**src/pkg/rsc_pkg.sv**
```systemverilog
// Package: register map, field layout, reset values and types for the ramp tail
package rsc_pkg;

  // Register indices as printed; byte address is not used on this plain port
  localparam logic [7:0] RSC_ADDR_SUCC = 8'h69;
  localparam logic [7:0] RSC_ADDR_CAL  = 8'h6A;
  localparam logic [7:0] RSC_ADDR_LOCK = 8'h6E;
  localparam logic [7:0] RSC_ADDR_CAP  = 8'h6F;
  localparam logic [7:0] RSC_ADDR_AMP  = 8'h70;
  // Own registers: both segment lengths, trigger A select, control and status
  localparam logic [7:0] RSC_ADDR_LEN0 = 8'h64;
  localparam logic [7:0] RSC_ADDR_LEN1 = 8'h68;
  localparam logic [7:0] RSC_ADDR_TRGA = 8'h61;
  localparam logic [7:0] RSC_ADDR_CTRL = 8'h71;
  localparam logic [7:0] RSC_ADDR_STAT = 8'h72;

  // Field positions
  localparam int RSC_SUCC_BIT    = 4;
  localparam int RSC_SRC_LSB     = 0;
  localparam int RSC_DLY_LSB     = 6;
  localparam int RSC_RECAL_BIT   = 4;
  localparam int RSC_SCALE_LSB   = 0;
  localparam int RSC_LOCK_LSB    = 9;
  localparam int RSC_CORE_LSB    = 5;
  localparam int RSC_TRGA_LSB    = 3;

  // Reset values
  localparam logic [2:0] RSC_SCALE_RST = 3'h7;
  localparam logic [7:0] RSC_CAP_RST   = 8'hB7;
  localparam logic [8:0] RSC_AMP_RST   = 9'h0AA;
  localparam logic [15:0] RSC_LEN_RST  = 16'h0010;

  // Advance source codes
  localparam logic [1:0] RSC_SRC_LEN  = 2'h0;
  localparam logic [1:0] RSC_SRC_TRGA = 2'h1;
  localparam logic [1:0] RSC_SRC_TRGB = 2'h2;

  // Trigger A select codes
  localparam logic [3:0] RSC_TA_OFF   = 4'h0;
  localparam logic [3:0] RSC_TA_CLK_R = 4'h1;
  localparam logic [3:0] RSC_TA_DIR_R = 4'h2;
  localparam logic [3:0] RSC_TA_ALW   = 4'h4;
  localparam logic [3:0] RSC_TA_CLK_F = 4'h9;
  localparam logic [3:0] RSC_TA_DIR_F = 4'hA;

  // Calibration result carried from the synthesizer core
  typedef struct packed {
    logic [1:0] lock;
    logic [2:0] core;
    logic [7:0] cap;
    logic [8:0] amp;
  } rsc_cal_s;

endpackage : rsc_pkg

```
**src/core/rsc_ramp_tail.sv**
```systemverilog
// File: ramp successor control, post-ramp calibration and readback registers
`timescale 1ns/1ps
////////////////////////////////////////////////////////////////////////////////
// Functional notes
// [RULE1] After second segment: successor bit 0 picks first segment, 1 repeats
// [RULE2] Second segment advance: 0 length timeout, 1 trigger A, 2 trigger B
// [RULE3] Post-ramp recalibrate bit starts an oscillator calibration at ramp end
// [RULE4] Wait count scaled by two to the wait exponent; exponent resets to 7
// [RULE5] Tune lock state read back as two-bit code
// [RULE6] Selected oscillator core read back in three bits, 0 invalid
// [RULE7] Capacitor code read back in eight bits, reset 183
// [RULE8] Amplitude code read back in nine bits, reset 170
// [RULE9] Successor bit and advance source reset to 0
// [RULE10] Trigger A derived from four-bit select of pin edges or always
// [RULE11] Wait the longer of scaled count and actual calibration time
// [RULE12] Active segment switches the cycle after the advance event
module rsc_ramp_tail
  import rsc_pkg::*;
(
  input  wire logic        sys_clk,
  input  wire logic        nrst,
  input  wire logic [7:0]  addr,
  input  wire logic [15:0] wdata,
  input  wire logic        wr_en,
  input  wire logic        rd_en,
  output logic [15:0]      rdata,
  input  wire logic        ramp_clock_pin,
  input  wire logic        direction_pin,
  input  wire logic        trigger_b,
  input  wire logic        ramp_run,
  input  wire logic        cal_done,
  input  wire logic        cal_valid,
  input  wire rsc_cal_s    cal_result,
  output logic             active_segment,
  output logic             cal_start,
  output logic             ramp_hold
);
  typedef enum logic [2:0] {
    RSC_ST_RAMP = 3'b001,
    RSC_ST_CAL  = 3'b010,
    RSC_ST_WAIT = 3'b100
  } rsc_state_e;

  rsc_state_e  state;
  rsc_state_e  next_state;
  logic        second_segment_successor;
  logic [1:0]  second_segment_advance_source;
  logic [9:0]  calibration_wait_count;
  logic        post_ramp_recalibrate;
  logic [2:0]  wait_exponent;
  logic [15:0] first_segment_length;
  logic [15:0] second_segment_length;
  logic [3:0]  trigger_a_select;
  rsc_cal_s    cal_q;
  logic [15:0] seg_cnt;
  logic [2:0]  clk_sync;
  logic [2:0]  dir_sync;
  logic        clk_lvl;
  logic        dir_lvl;
  logic        cal_seen;
  logic        wait_busy;

  ////////////////////////////////////////////////////////////////////////////
  // Address decode
  wire wr_succ = wr_en && (addr == RSC_ADDR_SUCC);
  wire wr_cal  = wr_en && (addr == RSC_ADDR_CAL);
  wire wr_len0 = wr_en && (addr == RSC_ADDR_LEN0);
  wire wr_len1 = wr_en && (addr == RSC_ADDR_LEN1);
  wire wr_trga = wr_en && (addr == RSC_ADDR_TRGA);

  // Register writes; reset values set the documented defaults
  always_ff @(posedge sys_clk) begin
    if (!nrst) begin
      second_segment_successor      <= 1'b0;                // RULE9
      second_segment_advance_source <= RSC_SRC_LEN;         // RULE9
      calibration_wait_count        <= 10'h000;
      post_ramp_recalibrate         <= 1'b0;
      wait_exponent                 <= RSC_SCALE_RST;       // RULE4
      first_segment_length          <= RSC_LEN_RST;
      second_segment_length         <= RSC_LEN_RST;
      trigger_a_select              <= RSC_TA_OFF;
    end else begin
      if (wr_succ) begin
        second_segment_successor      <= wdata[RSC_SUCC_BIT];
        second_segment_advance_source <= wdata[RSC_SRC_LSB +: 2];
        calibration_wait_count        <= wdata[RSC_DLY_LSB +: 10];
      end
      if (wr_cal) begin
        post_ramp_recalibrate <= wdata[RSC_RECAL_BIT];
        wait_exponent         <= wdata[RSC_SCALE_LSB +: 3];
      end
      if (wr_len0) first_segment_length  <= wdata;
      if (wr_len1) second_segment_length <= wdata;
      if (wr_trga) trigger_a_select <= wdata[RSC_TRGA_LSB +: 4];
    end
  end

  ////////////////////////////////////////////////////////////////////////////
  // Calibration results captured while cal_valid is high; reset shows documented codes
  always_ff @(posedge sys_clk) begin
    if (!nrst) begin
      cal_q <= '{lock: 2'h0, core: 3'h0, cap: RSC_CAP_RST, amp: RSC_AMP_RST};
    end else if (cal_valid) begin
      cal_q <= cal_result;                                  // RULE5
    end
  end

  // Readback mux; unmapped addresses read zero
  wire [15:0] rd_mux =
    (addr == RSC_ADDR_SUCC) ? {calibration_wait_count, 1'b0,
                               second_segment_successor, 2'h0,
                               second_segment_advance_source} :
    (addr == RSC_ADDR_CAL)  ? {11'h000, post_ramp_recalibrate, 1'b0,
                               wait_exponent} :
    (addr == RSC_ADDR_LOCK) ? {5'h00, cal_q.lock, 1'b0,
                               cal_q.core, 5'h00} :         // RULE5 RULE6
    (addr == RSC_ADDR_CAP)  ? {8'h00, cal_q.cap} :          // RULE7
    (addr == RSC_ADDR_AMP)  ? {7'h00, cal_q.amp} :          // RULE8
    (addr == RSC_ADDR_LEN0) ? first_segment_length :
    (addr == RSC_ADDR_LEN1) ? second_segment_length :
    (addr == RSC_ADDR_TRGA) ? {9'h000, trigger_a_select, 3'h0} :
    (addr == RSC_ADDR_STAT) ? {13'h0000, state == RSC_ST_WAIT,
                               state == RSC_ST_CAL, active_segment} :
    16'h0000;

  always_ff @(posedge sys_clk) begin
    if (!nrst) rdata <= 16'h0000;
    else       rdata <= rd_en ? rd_mux : 16'h0000;
  end

  ////////////////////////////////////////////////////////////////////////////
  // Pin synchronisers: a level counts once stages two and three agree
  always_ff @(posedge sys_clk) begin
    if (!nrst) begin
      clk_sync <= 3'h0;
      dir_sync <= 3'h0;
      clk_lvl  <= 1'b0;
      dir_lvl  <= 1'b0;
    end else begin
      clk_sync <= {clk_sync[1:0], ramp_clock_pin};
      dir_sync <= {dir_sync[1:0], direction_pin};
      if (clk_sync[1] == clk_sync[2]) clk_lvl <= clk_sync[2];
      if (dir_sync[1] == dir_sync[2]) dir_lvl <= dir_sync[2];
    end
  end

  wire clk_rise = clk_sync[1] && clk_sync[2] && !clk_lvl;
  wire clk_fall = !clk_sync[1] && !clk_sync[2] && clk_lvl;
  wire dir_rise = dir_sync[1] && dir_sync[2] && !dir_lvl;
  wire dir_fall = !dir_sync[1] && !dir_sync[2] && dir_lvl;

  // Trigger A select; reserved codes never fire
  wire trig_a =
    (trigger_a_select == RSC_TA_CLK_R) ? clk_rise :         // RULE10
    (trigger_a_select == RSC_TA_DIR_R) ? dir_rise :
    (trigger_a_select == RSC_TA_ALW)   ? 1'b1 :
    (trigger_a_select == RSC_TA_CLK_F) ? clk_fall :
    (trigger_a_select == RSC_TA_DIR_F) ? dir_fall : 1'b0;

  ////////////////////////////////////////////////////////////////////////////
  // Segment length timeout and advance source selection
  wire [15:0] cur_len = active_segment ? second_segment_length
                                       : first_segment_length;
  wire len_done = (seg_cnt >= cur_len);
  wire [1:0] src_sel = second_segment_advance_source;
  // First segment always times out here; its own source lives elsewhere
  wire advance = ramp_run && (state == RSC_ST_RAMP) &&
    (!active_segment ? len_done :
     (src_sel == RSC_SRC_LEN)  ? len_done :                  // RULE2
     (src_sel == RSC_SRC_TRGA) ? trig_a :
     (src_sel == RSC_SRC_TRGB) ? trigger_b : 1'b0);
  // Successor after second segment; first segment always goes to second
  wire next_seg = active_segment ? second_segment_successor : 1'b1; // RULE1
  wire ramp_end = advance && active_segment;
  wire start_cal = ramp_end && post_ramp_recalibrate;       // RULE3

  always_ff @(posedge sys_clk) begin
    if (!nrst) begin
      active_segment <= 1'b0;
      seg_cnt        <= 16'h0000;
    end else if (advance) begin
      active_segment <= next_seg;                           // RULE12
      seg_cnt        <= 16'h0000;
    end else if (ramp_run && state == RSC_ST_RAMP) begin
      seg_cnt <= seg_cnt + 16'h0001;
    end
  end

  ////////////////////////////////////////////////////////////////////////////
  // Calibration state machine: hold ramp until both waits are over
  always_comb begin
    next_state = state;
    case (state)
      RSC_ST_RAMP: if (start_cal) next_state = RSC_ST_CAL;
      // Calibration may finish before or after the programmed wait
      RSC_ST_CAL: begin
        if (cal_seen && !wait_busy) next_state = RSC_ST_RAMP;  // RULE11
        else if (cal_seen)          next_state = RSC_ST_WAIT;
      end
      RSC_ST_WAIT: if (!wait_busy) next_state = RSC_ST_RAMP;  // RULE11
      default:     next_state = RSC_ST_RAMP;
    endcase
  end

  always_ff @(posedge sys_clk) begin
    if (!nrst) begin
      state     <= RSC_ST_RAMP;
      cal_start <= 1'b0;
      ramp_hold <= 1'b0;
      cal_seen  <= 1'b0;
    end else begin
      state     <= next_state;
      cal_start <= start_cal;                               // RULE3
      ramp_hold <= (next_state != RSC_ST_RAMP);             // RULE11
      if (start_cal)     cal_seen <= 1'b0;
      else if (cal_done) cal_seen <= 1'b1;
    end
  end

  rsc_wait_timer u_wait (
    .sys_clk (sys_clk),
    .nrst    (nrst),
    .start   (start_cal),
    .count   (calibration_wait_count),
    .scale   (wait_exponent),
    .busy    (wait_busy)
  );

  ////////////////////////////////////////////////////////////////////////////
  // Checks: successor choice and advance sources
  a_succ_first: assert property ( // RULE1
    @(posedge sys_clk) disable iff (!nrst)
    ramp_end && !second_segment_successor |=> !active_segment)
    else $error("first segment did not follow");
  a_succ_repeat: assert property ( // RULE1
    @(posedge sys_clk) disable iff (!nrst)
    ramp_end && second_segment_successor |=> active_segment)
    else $error("second segment did not repeat");
  a_trga_adv: assert property ( // RULE2
    @(posedge sys_clk) disable iff (!nrst)
    ramp_run && state == RSC_ST_RAMP && active_segment &&
    src_sel == RSC_SRC_TRGA && trig_a |=> seg_cnt == 16'h0000)
    else $error("trigger A did not advance");
  a_trgb_adv: assert property ( // RULE2
    @(posedge sys_clk) disable iff (!nrst)
    ramp_run && state == RSC_ST_RAMP && active_segment &&
    src_sel == RSC_SRC_TRGB && trigger_b |=> seg_cnt == 16'h0000)
    else $error("trigger B did not advance");
  a_src_resv: assert property ( // RULE2
    @(posedge sys_clk) disable iff (!nrst)
    active_segment && (&src_sel) |=> active_segment)
    else $error("reserved source advanced");
  a_seg_hold: assert property ( // RULE12
    @(posedge sys_clk) disable iff (!nrst)
    !advance |=> $stable(active_segment))
    else $error("segment changed without an advance");
  a_trga_off: assert property ( // RULE10
    @(posedge sys_clk) disable iff (!nrst)
    trigger_a_select == RSC_TA_OFF |-> !trig_a)
    else $error("disabled trigger A fired");

  // Checks: calibration hand-off; ramp_hold mirrors any non-ramp state
  a_recal_start: assert property ( // RULE3
    @(posedge sys_clk) disable iff (!nrst)
    ramp_end && post_ramp_recalibrate |=> cal_start && ramp_hold)
    else $error("recalibration not started");
  a_recal_off: assert property ( // RULE3
    @(posedge sys_clk) disable iff (!nrst)
    ramp_end && !post_ramp_recalibrate |=> !cal_start && !ramp_hold)
    else $error("recalibration without request");
  a_hold_wait: assert property ( // RULE11
    @(posedge sys_clk) disable iff (!nrst)
    state != RSC_ST_RAMP && wait_busy |=> state != RSC_ST_RAMP)
    else $error("ramp resumed before wait ended");
  a_hold_cal: assert property ( // RULE11
    @(posedge sys_clk) disable iff (!nrst)
    state == RSC_ST_CAL && !cal_seen |=> state == RSC_ST_CAL)
    else $error("ramp resumed before calibration ended");
  a_wait_state: assert property ( // RULE11
    @(posedge sys_clk) disable iff (!nrst)
    state == RSC_ST_WAIT |-> cal_seen && ramp_hold)
    else $error("wait state without finished calibration");

  // Checks: values seen right after reset
  a_scale_reset: assert property ( // RULE4
    @(posedge sys_clk)
    $rose(nrst) |-> wait_exponent == RSC_SCALE_RST)
    else $error("wait exponent reset wrong");
  a_cap_reset: assert property ( // RULE7
    @(posedge sys_clk)
    $rose(nrst) |-> cal_q.cap == RSC_CAP_RST && cal_q.amp == RSC_AMP_RST)
    else $error("readback reset wrong");
  a_succ_reset: assert property ( // RULE9
    @(posedge sys_clk)
    $rose(nrst) |-> !second_segment_successor && src_sel == RSC_SRC_LEN)
    else $error("successor reset wrong");

  // Checks: readback fields one cycle after the strobe
  a_lock_read: assert property ( // RULE5
    @(posedge sys_clk) disable iff (!nrst)
    rd_en && addr == RSC_ADDR_LOCK |=> rdata[RSC_LOCK_LSB +: 2] ==
    $past(cal_q.lock))
    else $error("lock readback wrong");
  a_core_read: assert property ( // RULE6
    @(posedge sys_clk) disable iff (!nrst)
    rd_en && addr == RSC_ADDR_LOCK |=> rdata[RSC_CORE_LSB +: 3] ==
    $past(cal_q.core))
    else $error("core readback wrong");
  a_cap_read: assert property ( // RULE7
    @(posedge sys_clk) disable iff (!nrst)
    rd_en && addr == RSC_ADDR_CAP |=> rdata == {8'h00, $past(cal_q.cap)})
    else $error("capacitor readback wrong");
  a_amp_read: assert property ( // RULE8
    @(posedge sys_clk) disable iff (!nrst)
    rd_en && addr == RSC_ADDR_AMP |=> rdata == {7'h00, $past(cal_q.amp)})
    else $error("amplitude readback wrong");

  // Main scenarios
  c_wait:   cover property (@(posedge sys_clk) state == RSC_ST_WAIT);
  c_repeat: cover property (@(posedge sys_clk) ramp_end && next_seg);
  c_recal:  cover property (@(posedge sys_clk) start_cal);
  c_trga:   cover property (@(posedge sys_clk) trig_a && clk_rise);
  c_resume: cover property (@(posedge sys_clk)
    state == RSC_ST_CAL ##1 state == RSC_ST_RAMP);

endmodule : rsc_ramp_tail

```
**src/core/rsc_wait_timer.sv**
```systemverilog
// File: calibration wait timer, programmed count scaled by a power of two
`timescale 1ns/1ps
module rsc_wait_timer
  import rsc_pkg::*;
(
  input  wire logic       sys_clk,
  input  wire logic       nrst,
  input  wire logic       start,
  input  wire logic [9:0] count,
  input  wire logic [2:0] scale,
  output logic            busy
);
  logic [16:0] remain;

  // Load count << scale with bit 0 forced to 1; zero count still costs one cycle
  always_ff @(posedge sys_clk) begin
    if (!nrst) begin
      remain <= 17'h00000;
    end else if (start) begin
      remain <= 17'({7'h00, count} << scale) | 17'h00001; // RULE4
    end else if (remain != 17'h00000) begin
      remain <= remain - 17'h00001;
    end
  end

  assign busy = (remain != 17'h00000);

  a_wait_loads: assert property ( // RULE4
    @(posedge sys_clk) disable iff (!nrst)
    start |=> busy)
    else $error("wait timer did not start");

endmodule : rsc_wait_timer

```
**config.mk**
```make
export PLATFORM = sky130hd
export DESIGN_NAME = rsc_ramp_tail
export DESIGN_NICKNAME = d
export VERILOG_FILES = /design/src/pkg/rsc_pkg.sv /design/src/core/rsc_ramp_tail.sv /design/src/core/rsc_wait_timer.sv
export SDC_FILE = /design/constraint.sdc
export NUM_CORES = 1
export LEC_CHECK = 0
export BUFFER_PORTS_ARGS = -buffer_cell sky130_fd_sc_hd__clkbuf_2
export CAP_MARGIN = 20
export CORE_MARGIN = 3
export CORE_UTILIZATION = 49
export DETAILED_ROUTE_END_ITERATION = 12
export GPL_TIMING_DRIVEN = 0
export PLACE_DENSITY = 0.68
export SETUP_SLACK_MARGIN = 0.5
export SLEW_MARGIN = 20
export SYNTH_ARGS = -nofsm -noshare
export SYNTH_HDL_FRONTEND = slang
export SYNTH_HIERARCHICAL = 1
export SYNTH_SLANG_ARGS = --single-unit
```
**constraint.sdc**
```tcl
create_clock -name sys_clk -period 5.1 [get_ports sys_clk]
set_input_delay 1.02 -clock sys_clk [delete_from_list [all_inputs] [get_ports sys_clk]]
set_output_delay 1.02 -clock sys_clk [all_outputs]
set_load 0.005 [all_outputs]
```
==> results of run 1 <==
[cell families (layout without fill, tap and decap cells)]
group	after synthesis	in the layout	share of synthesized area, %
AND/OR/NAND/NOR	312	312	22.6
AO/OA/AOI/OAI	164	164	16.8
flip-flops	139	139	39.4
buffers and inverters	60	163	3.66
XOR/XNOR	28	28	3.47
adder cells (fa/ha/maj)	22	22	3.89
multiplexers	69	69	10.2
[power groups by stage]
stage                     Clock [mW]  Sequential, mW  Combinational (mW)
after global placement             0            1.23               0.434
after global routing            1.34            1.22               0.504
after CTS                       1.30            1.21               0.458
final                           1.29            1.21               0.459
after detailed placement           0            1.23               0.450
after floorplan                    0            1.22               0.346
[placed cells by master (no fill, tap or decap), drive strengths merged, types with 8 or more instances in the layout]
| master | count |
|---|---|
| buf | 21 |
| nand2b | 11 |
| inv | 18 |
| nor2 | 41 |
| nor3 | 8 |
| nor2b | 21 |
| a21oi | 23 |
| mux2i | 63 |
| xor2 | 21 |
| clkbuf | 113 |
| a21boi | 48 |
| and2 | 9 |
| o22ai | 16 |
| nand2 | 155 |
| o21ai | 21 |
| ha | 22 |
| dfxtp | 139 |
| and3 | 17 |
| nand3 | 15 |
[final timing paths]
path              slack, ns      startpoint                to
setup / recovery       0.94  active_segment  u_wait/remain[1]
hold / removal         0.44     clk_sync[0]       clk_sync[1]
setup reg to reg       0.94  active_segment  u_wait/remain[1]
hold reg to reg        0.44     clk_sync[0]       clk_sync[1]
[cell type report]
type	count	area, sq um	share of cell area, %
multi-input combinational	595	4030	48.7
sequential	139	2780	33.7
clock buffer	17	425	5.15
timing repair buffer	71	355	4.30
tap	180	225	2.72
buffer	46	208	2.51
clock inverter	15	189	2.29
inverter	14	52.6	0.636
[sequential cells by signal, summed over array words and instances, names as in the netlist, 2 cells and up]
register and count:
wait_exponent 3, dir_sync 3, u_wait/remain 17, trigger_a_select 4, clk_sync 3, cal_q 22
second_segment_length 16, second_segment_advance_source 2, first_segment_length 16, rdata 16, state 3, seg_cnt 16
calibration_wait_count 10
[per-stage QoR]
| stage | hold slack (ns) | power [mW] | cell area (sq um) |
|---|---|---|---|
| 2_1_floorplan | 0.412 | 1.56 | 7070 |
| 3_3_place_gp | 0.420 | 1.66 | 7650 |
| 3_5_place_dp | 0.429 | 1.68 | 7650 |
| 4_1_cts | 0.443 | 2.97 | 8270 |
| 5_1_grt | 0.450 | 3.06 | 8270 |
| 6_report | 0.438 | 2.96 | 8270 |
[repair_timing]
action / CTS / global route
hold buffers: 0 / 0
resized for setup: 0 / 1
hold endpoints to repair: 0 / 0
endpoints found under the setup margin: 0 / 1
[routing by layer]
metal | up-vias | global-route usage [%] | wire length, um
li1 | 2980 | - | -
met1 | 2951 | 32.0 | 8510
met2 | 219 | 40.8 | 9220
met3 | 53 | 4.54 | 1090
met4 | 0 | 10.8 | 690
met5 | - | 0 | 0
==> summary.txt, run 1 <==
First-pass GRT wire length -> 31500 um
Crit path DAT -> 4.50 ns
Clock sinks -> 139
Die area -> 15900 sq um
Net Sw Frac -> 28.0%
Largest cells by area after synthesis -> dfxtp_1 (39%), mux2i_1 (8.9%), nand2_1 (8.2%)
CTS clock-pin slew for the worst setup and hold paths -> 0.06 ns
Area Growth Syn to Fin -> 16.9%
Register area share after synthesis -> 39.4%
Synth Warn # -> 6
Worst-margin pin slew -> 0.803 ns
GRT Total Usage -> 24.8%
Placed Cells -> 1045
Dpl hpwl -> 14700 um
Place WS -> 0.796 ns
Logic depth of the worst setup path including buffers -> 12
Die width -> 126 um
Cell Count, Final, Fillers Out -> 1077
VDD IR max -> 0.205 mV
Fin crit period -> 4.16 ns
Fraction of layout cells with a size suffix above 1 -> 17.2%
Die Y -> 126 um
Max clock buf depth -> 2
Delay-heaviest family, CP -> simple AND/OR/NAND/NOR gates
Slowest stage delay, CP -> 0.59 ns
Latest clock arrival within the worst-skew pair -> 0.43 ns
DR iter-0 viols -> 688
Final Max Slew Viols -> 0
Static Leakage -> 3.25 nW
Startpoint class of the critical path -> register
IO Port Bufs -> 71
Ys flop type -> dfxtp_1
Switching power -> 0.827 mW
DRC -> 0
Post-synth EDFFs -> 0
Post-layout util -> 59.1%
Syn_nets -> 872
Yosys cell types -> 75
Setup TNS -> 0 ns
Share of the synthesized area in the top cell type -> 39.4%
Post-Route WL -> 19500 um
Antenna violations before repair -> 0
Worst Hold Class -> register to register
Hold depth -> 1
Num rows -> 43
Fill cell count -> 1258
Cells after synthesis -> 794
Final Setup Violations -> 0
CTS tree -> yes
Status -> complete, no violations
Number of post-CTS setup repair buffers -> 0
CP dominant cell by count -> nand2_1
Req. time, crit path -> 5.44 ns
Fin worst setup slack -> 0.940 ns
Internal power -> 2.13 mW
Synth async-reset ratio -> 0%
Clock skew -> 0.0103 ns
Slew HR -> 46.0%
Final Hold Fails -> 0
Fin nets -> 962
CTS H-tree lvls -> 4
Clk root buf -> clkbuf_16
Power share of the combinational group -> 15.5%
Via density per instance -> 5.76
Synth cell count leaders -> nand2_1 (154), dfxtp_1 (139), mux2i_1 (63)
Core area -> 14000 sq um
Synth Register Bits -> 139
Largest net degree at the start of global routing -> 17
Setup crit end kind -> register
WL/cell -> 18.1 um
Clock share of power -> 43.5%
CTS buffer count -> 17
Top-count cell post-synth -> nand2_1
Critical path class -> register to register
I/O pin count -> 75
Worst Path Max Fanout -> 10
N_diodes -> 0
RSZ-0062 raised after global routing -> false
Initial Utilization -> 50.5%
Buf/Inv on CP -> 2
Seq pwr share -> 41.0%
Max Freq -> 0.240 GHz
PwrDens -> 358 nW/um^2
Avg Cell Area, Syn -> 8.90 sq um
Routed via count -> 6203
Cells on worst reg2reg path -> 12
CP max-delay cell -> buf_1
First-pass iteration count of the detailed router -> 6
Tcrit/Tclk final -> 81.6%
Post-synth top area cell -> dfxtp_1
ANT nets after route -> 0
# Max-Cap Violations -> 0
Syn Std Cell Area -> 7070 sq um
Gpl congestion -> 0.913
Gr ovfl total -> 0
CP cell instances -> buf_1, clkbuf_2, mux2i_1, ha_1, o21ai_0, a21oi_1, o31a_1, nand2_1, nor3_2, nand2_1, or4_1, o31ai_2
Vias in the first global route -> 6168
Note: power is estimated with default switching activity, not from simulation.
==> inputs of run 2 (changes only) <==
--- a/config.mk
+++ b/config.mk
@@ -11,7 +11,7 @@
 export CORE_UTILIZATION = 49
 export DETAILED_ROUTE_END_ITERATION = 12
 export GPL_TIMING_DRIVEN = 0
-export PLACE_DENSITY = 0.68
+export PLACE_DENSITY = 0.71
 export SETUP_SLACK_MARGIN = 0.5
 export SLEW_MARGIN = 20
 export SYNTH_ARGS = -nofsm -noshare
==> constraint.sdc (replaced) <==
create_clock -name sys_clk -period 3.4 [get_ports sys_clk]
set_input_delay 0.68 -clock sys_clk [delete_from_list [all_inputs] [get_ports sys_clk]]
set_output_delay 0.68 -clock sys_clk [all_outputs]
set_load 0.005 [all_outputs]
==> summary.txt, run 2 (synthesis results as in run 1) <==
Status -> complete, no violations
GRT Total Usage -> 23.9% (-0.87 points)
Final Hold Fails -> 0 (unchanged)
Reg2reg start -> active_segment
DRC -> 0 (unchanged)
ANT nets after route -> 0 (unchanged)
Footprint of the multi-input gates -> 4060 sq um (+0.81%)
Initial Utilization -> 50.5% (unchanged)
Latest clock arrival within the worst-skew pair -> 0.42 ns (about the same)
Largest register FFs -> 22 (unchanged)
Setup crit end kind -> register
VDD IR max -> 0.401 mV (+95%)
Startpoint class of the critical path -> register
Fin area -> 8400 sq um (+1.7%)
Static Leakage -> 3.35 nW (+3.1%)
Core area -> 14000 sq um (unchanged)
Max Freq -> 0.354 GHz (+47%)
Clock skew -> 0.00720 ns (-0.00312 ns)
I/O pin count -> 75 (unchanged)
Largest regs -> cal_q (22), u_wait/remain (17)
Post-layout util -> 60.1% (+0.98 points)
CTS buffer count -> 17 (unchanged)
Gr ovfl total -> 0 (unchanged)
Final hold slack -> 0.431 ns (-0.00628 ns)
Die Y -> 126 um (unchanged)
Reg with most FFs -> cal_q
Hold_buf cts -> 0 (unchanged)
CTS clock-pin slew for the worst setup and hold paths -> 0.06 ns (about the same)
First-pass GRT wire length -> 30300 um (-3.8%)
Final Max Slew Viols -> 0 (unchanged)
Max clock buf depth -> 2 (unchanged)
Min-Delay Endpoint -> dir_sync[1]
Placed cell areas -> 7650 sq um (about the same)
Vias in the first global route -> 5889 (-4.5%)
Clock sinks -> 139 (unchanged)
WL/cell -> 17.5 um (-3.4%)
Worst Hold Class -> register to register
Gpl congestion -> 0.921 (+0.79%)
Die width -> 126 um (unchanged)
# Max-Cap Violations -> 0 (unchanged)
First-pass iteration count of the detailed router -> 6 (unchanged)
N_diodes -> 0 (unchanged)
Antenna violations before repair -> 0 (unchanged)
Clk root buf -> clkbuf_16
Most common cell after layout, fill and taps aside -> nand2_1
Slew HR -> 46.4% (+0.42 points)
Final Setup Violations -> 0 (unchanged)
Fin nets -> 973 (+1.1%)
Hold depth -> 1 (unchanged)
Critical path origin -> active_segment
Worst Path Max Fanout -> 10 (unchanged)
Num rows -> 43 (unchanged)
Post-Route WL -> 19000 um (-2.5%)
Worst-margin pin slew -> 0.804 ns (+0.00108 ns)
Most frequent cells in the layout -> nand2_1 (153), dfxtp_1 (138), clkbuf_2 (73)
Area Growth Syn to Fin -> 18.9%
Cells on worst reg2reg path -> 12 (unchanged)
RSZ-0062 raised after global routing -> true
Fill cell count -> 1262 (+0.32%)
CTS tree -> yes
Fin crit period -> 2.82 ns (-1.33 ns)
Hold path startpoint -> dir_sync[0]
Slack of the worst reg-to-reg path -> 0.58 ns (-0.37 ns)
Die area -> 15900 sq um (unchanged)
IO Port Bufs -> 71 (unchanged)
Critical path class -> register to register
Largest net degree at the start of global routing -> 17 (unchanged)
PwrDens -> 521 nW/um^2 (+46%)
Fraction of layout cells with a size suffix above 1 -> 18.4% (+1.2 points)
Via density per instance -> 5.69 (-1.2%)
Req. time, crit path -> 3.70 ns (-1.74 ns)
Crit path DAT -> 3.12 ns (-1.38 ns)
Tcrit/Tclk final -> 83.1% (+1.5 points)
Dpl hpwl -> 14000 um (-5.1%)
CTS H-tree lvls -> 4 (unchanged)
DR iter-0 viols -> 713 (+3.6%)
Reg-to-Reg End -> u_wait/remain[14]
Cell Count, Final, Fillers Out -> 1087 (+0.93%)
Register area -> 2790 sq um (+0.13%)
Placed Cells -> 1045 (unchanged)
Routed via count -> 6185 (-0.29%)
[run 2: cell count changes in the layout (fill, tap and decap cells not counted), moves of 2 or more]
cell,delta
buf_8,+2
clkinvlp_4,-3
clkinv_2,+2
clkbuf_8,+2
mux2i_2,+3
buf_4,+10
inv_6,-4
clkinv_4,-3
clkbuf_1,+4
mux2i_1,-3
[run 2: what timing repair did]
| action | in CTS | in global routing |
|---|---|---|
| cloned | 0 | 2 |
| pin swaps | 2 | 7 |
| buffers inserted | 4 | 5 |
| resized for setup | 10 | 11 |
| setup endpoints to repair | 31 | 16 |
[run 2: layer usage]
| layer | global-route usage, % | part of all wire, % |
|---|---|---|
| met1 | 32.6 | 44 |
| met2 | 37.9 | 46 |
| met3 | 5.22 | 6.8 |
| met4 | 7.95 | 2.7 |
| met5 | 0 | 0 |
[run 2: final cells by class]
cell class                 instances  area share (%)
clock buffer                      24            5.61
buffer                            46            2.84
inverter                          14           0.625
sequential                       139            33.2
timing repair buffer              82            5.39
clock inverter                     7            1.37
multi-input combinational        595            48.3
tap                              180            2.68
[run 2: power breakdown]
group	internal, mW	switching (mW)
clock	1.19	0.686
sequential	1.72	0.100
combinational	0.319	0.369
[run 2: worst max-delay path by stage]
stage                     cells past startpoint                 to
after floorplan                              11   u_wait/remain[1]
after global placement                       11   u_wait/remain[1]
after detailed placement                     11   u_wait/remain[1]
after CTS                                    12   u_wait/remain[1]
after global routing                         11   u_wait/remain[9]
final                                        12  u_wait/remain[14]
[run 2: stage by stage]
step | setup slack (ns) | TNS [ns] | power (mW)
final | 0.575 | 0 | 4.38
after global routing | 0.481 | 0 | 4.55
after CTS | 0.536 | 0 | 4.37
after detailed placement | -0.285 | -0.682 | 2.51
after global placement | -0.290 | -0.644 | 2.50
after floorplan | 0.581 | 0 | 2.35
[run 2: critical path, cell delays in order (launching register included)]
cell and delay (ns):
dfxtp_4 0.39, buf_8 0.15, mux2i_2 0.24, ha_1 0.27, and4_4 0.21, a2111oi_4 0.34, o21ai_2 0.11, a211oi_4 0.32
nor3_4 0.13, buf_4 0.20, nand3_1 0.14, nand2b_1 0.12, o21ai_0 0.08
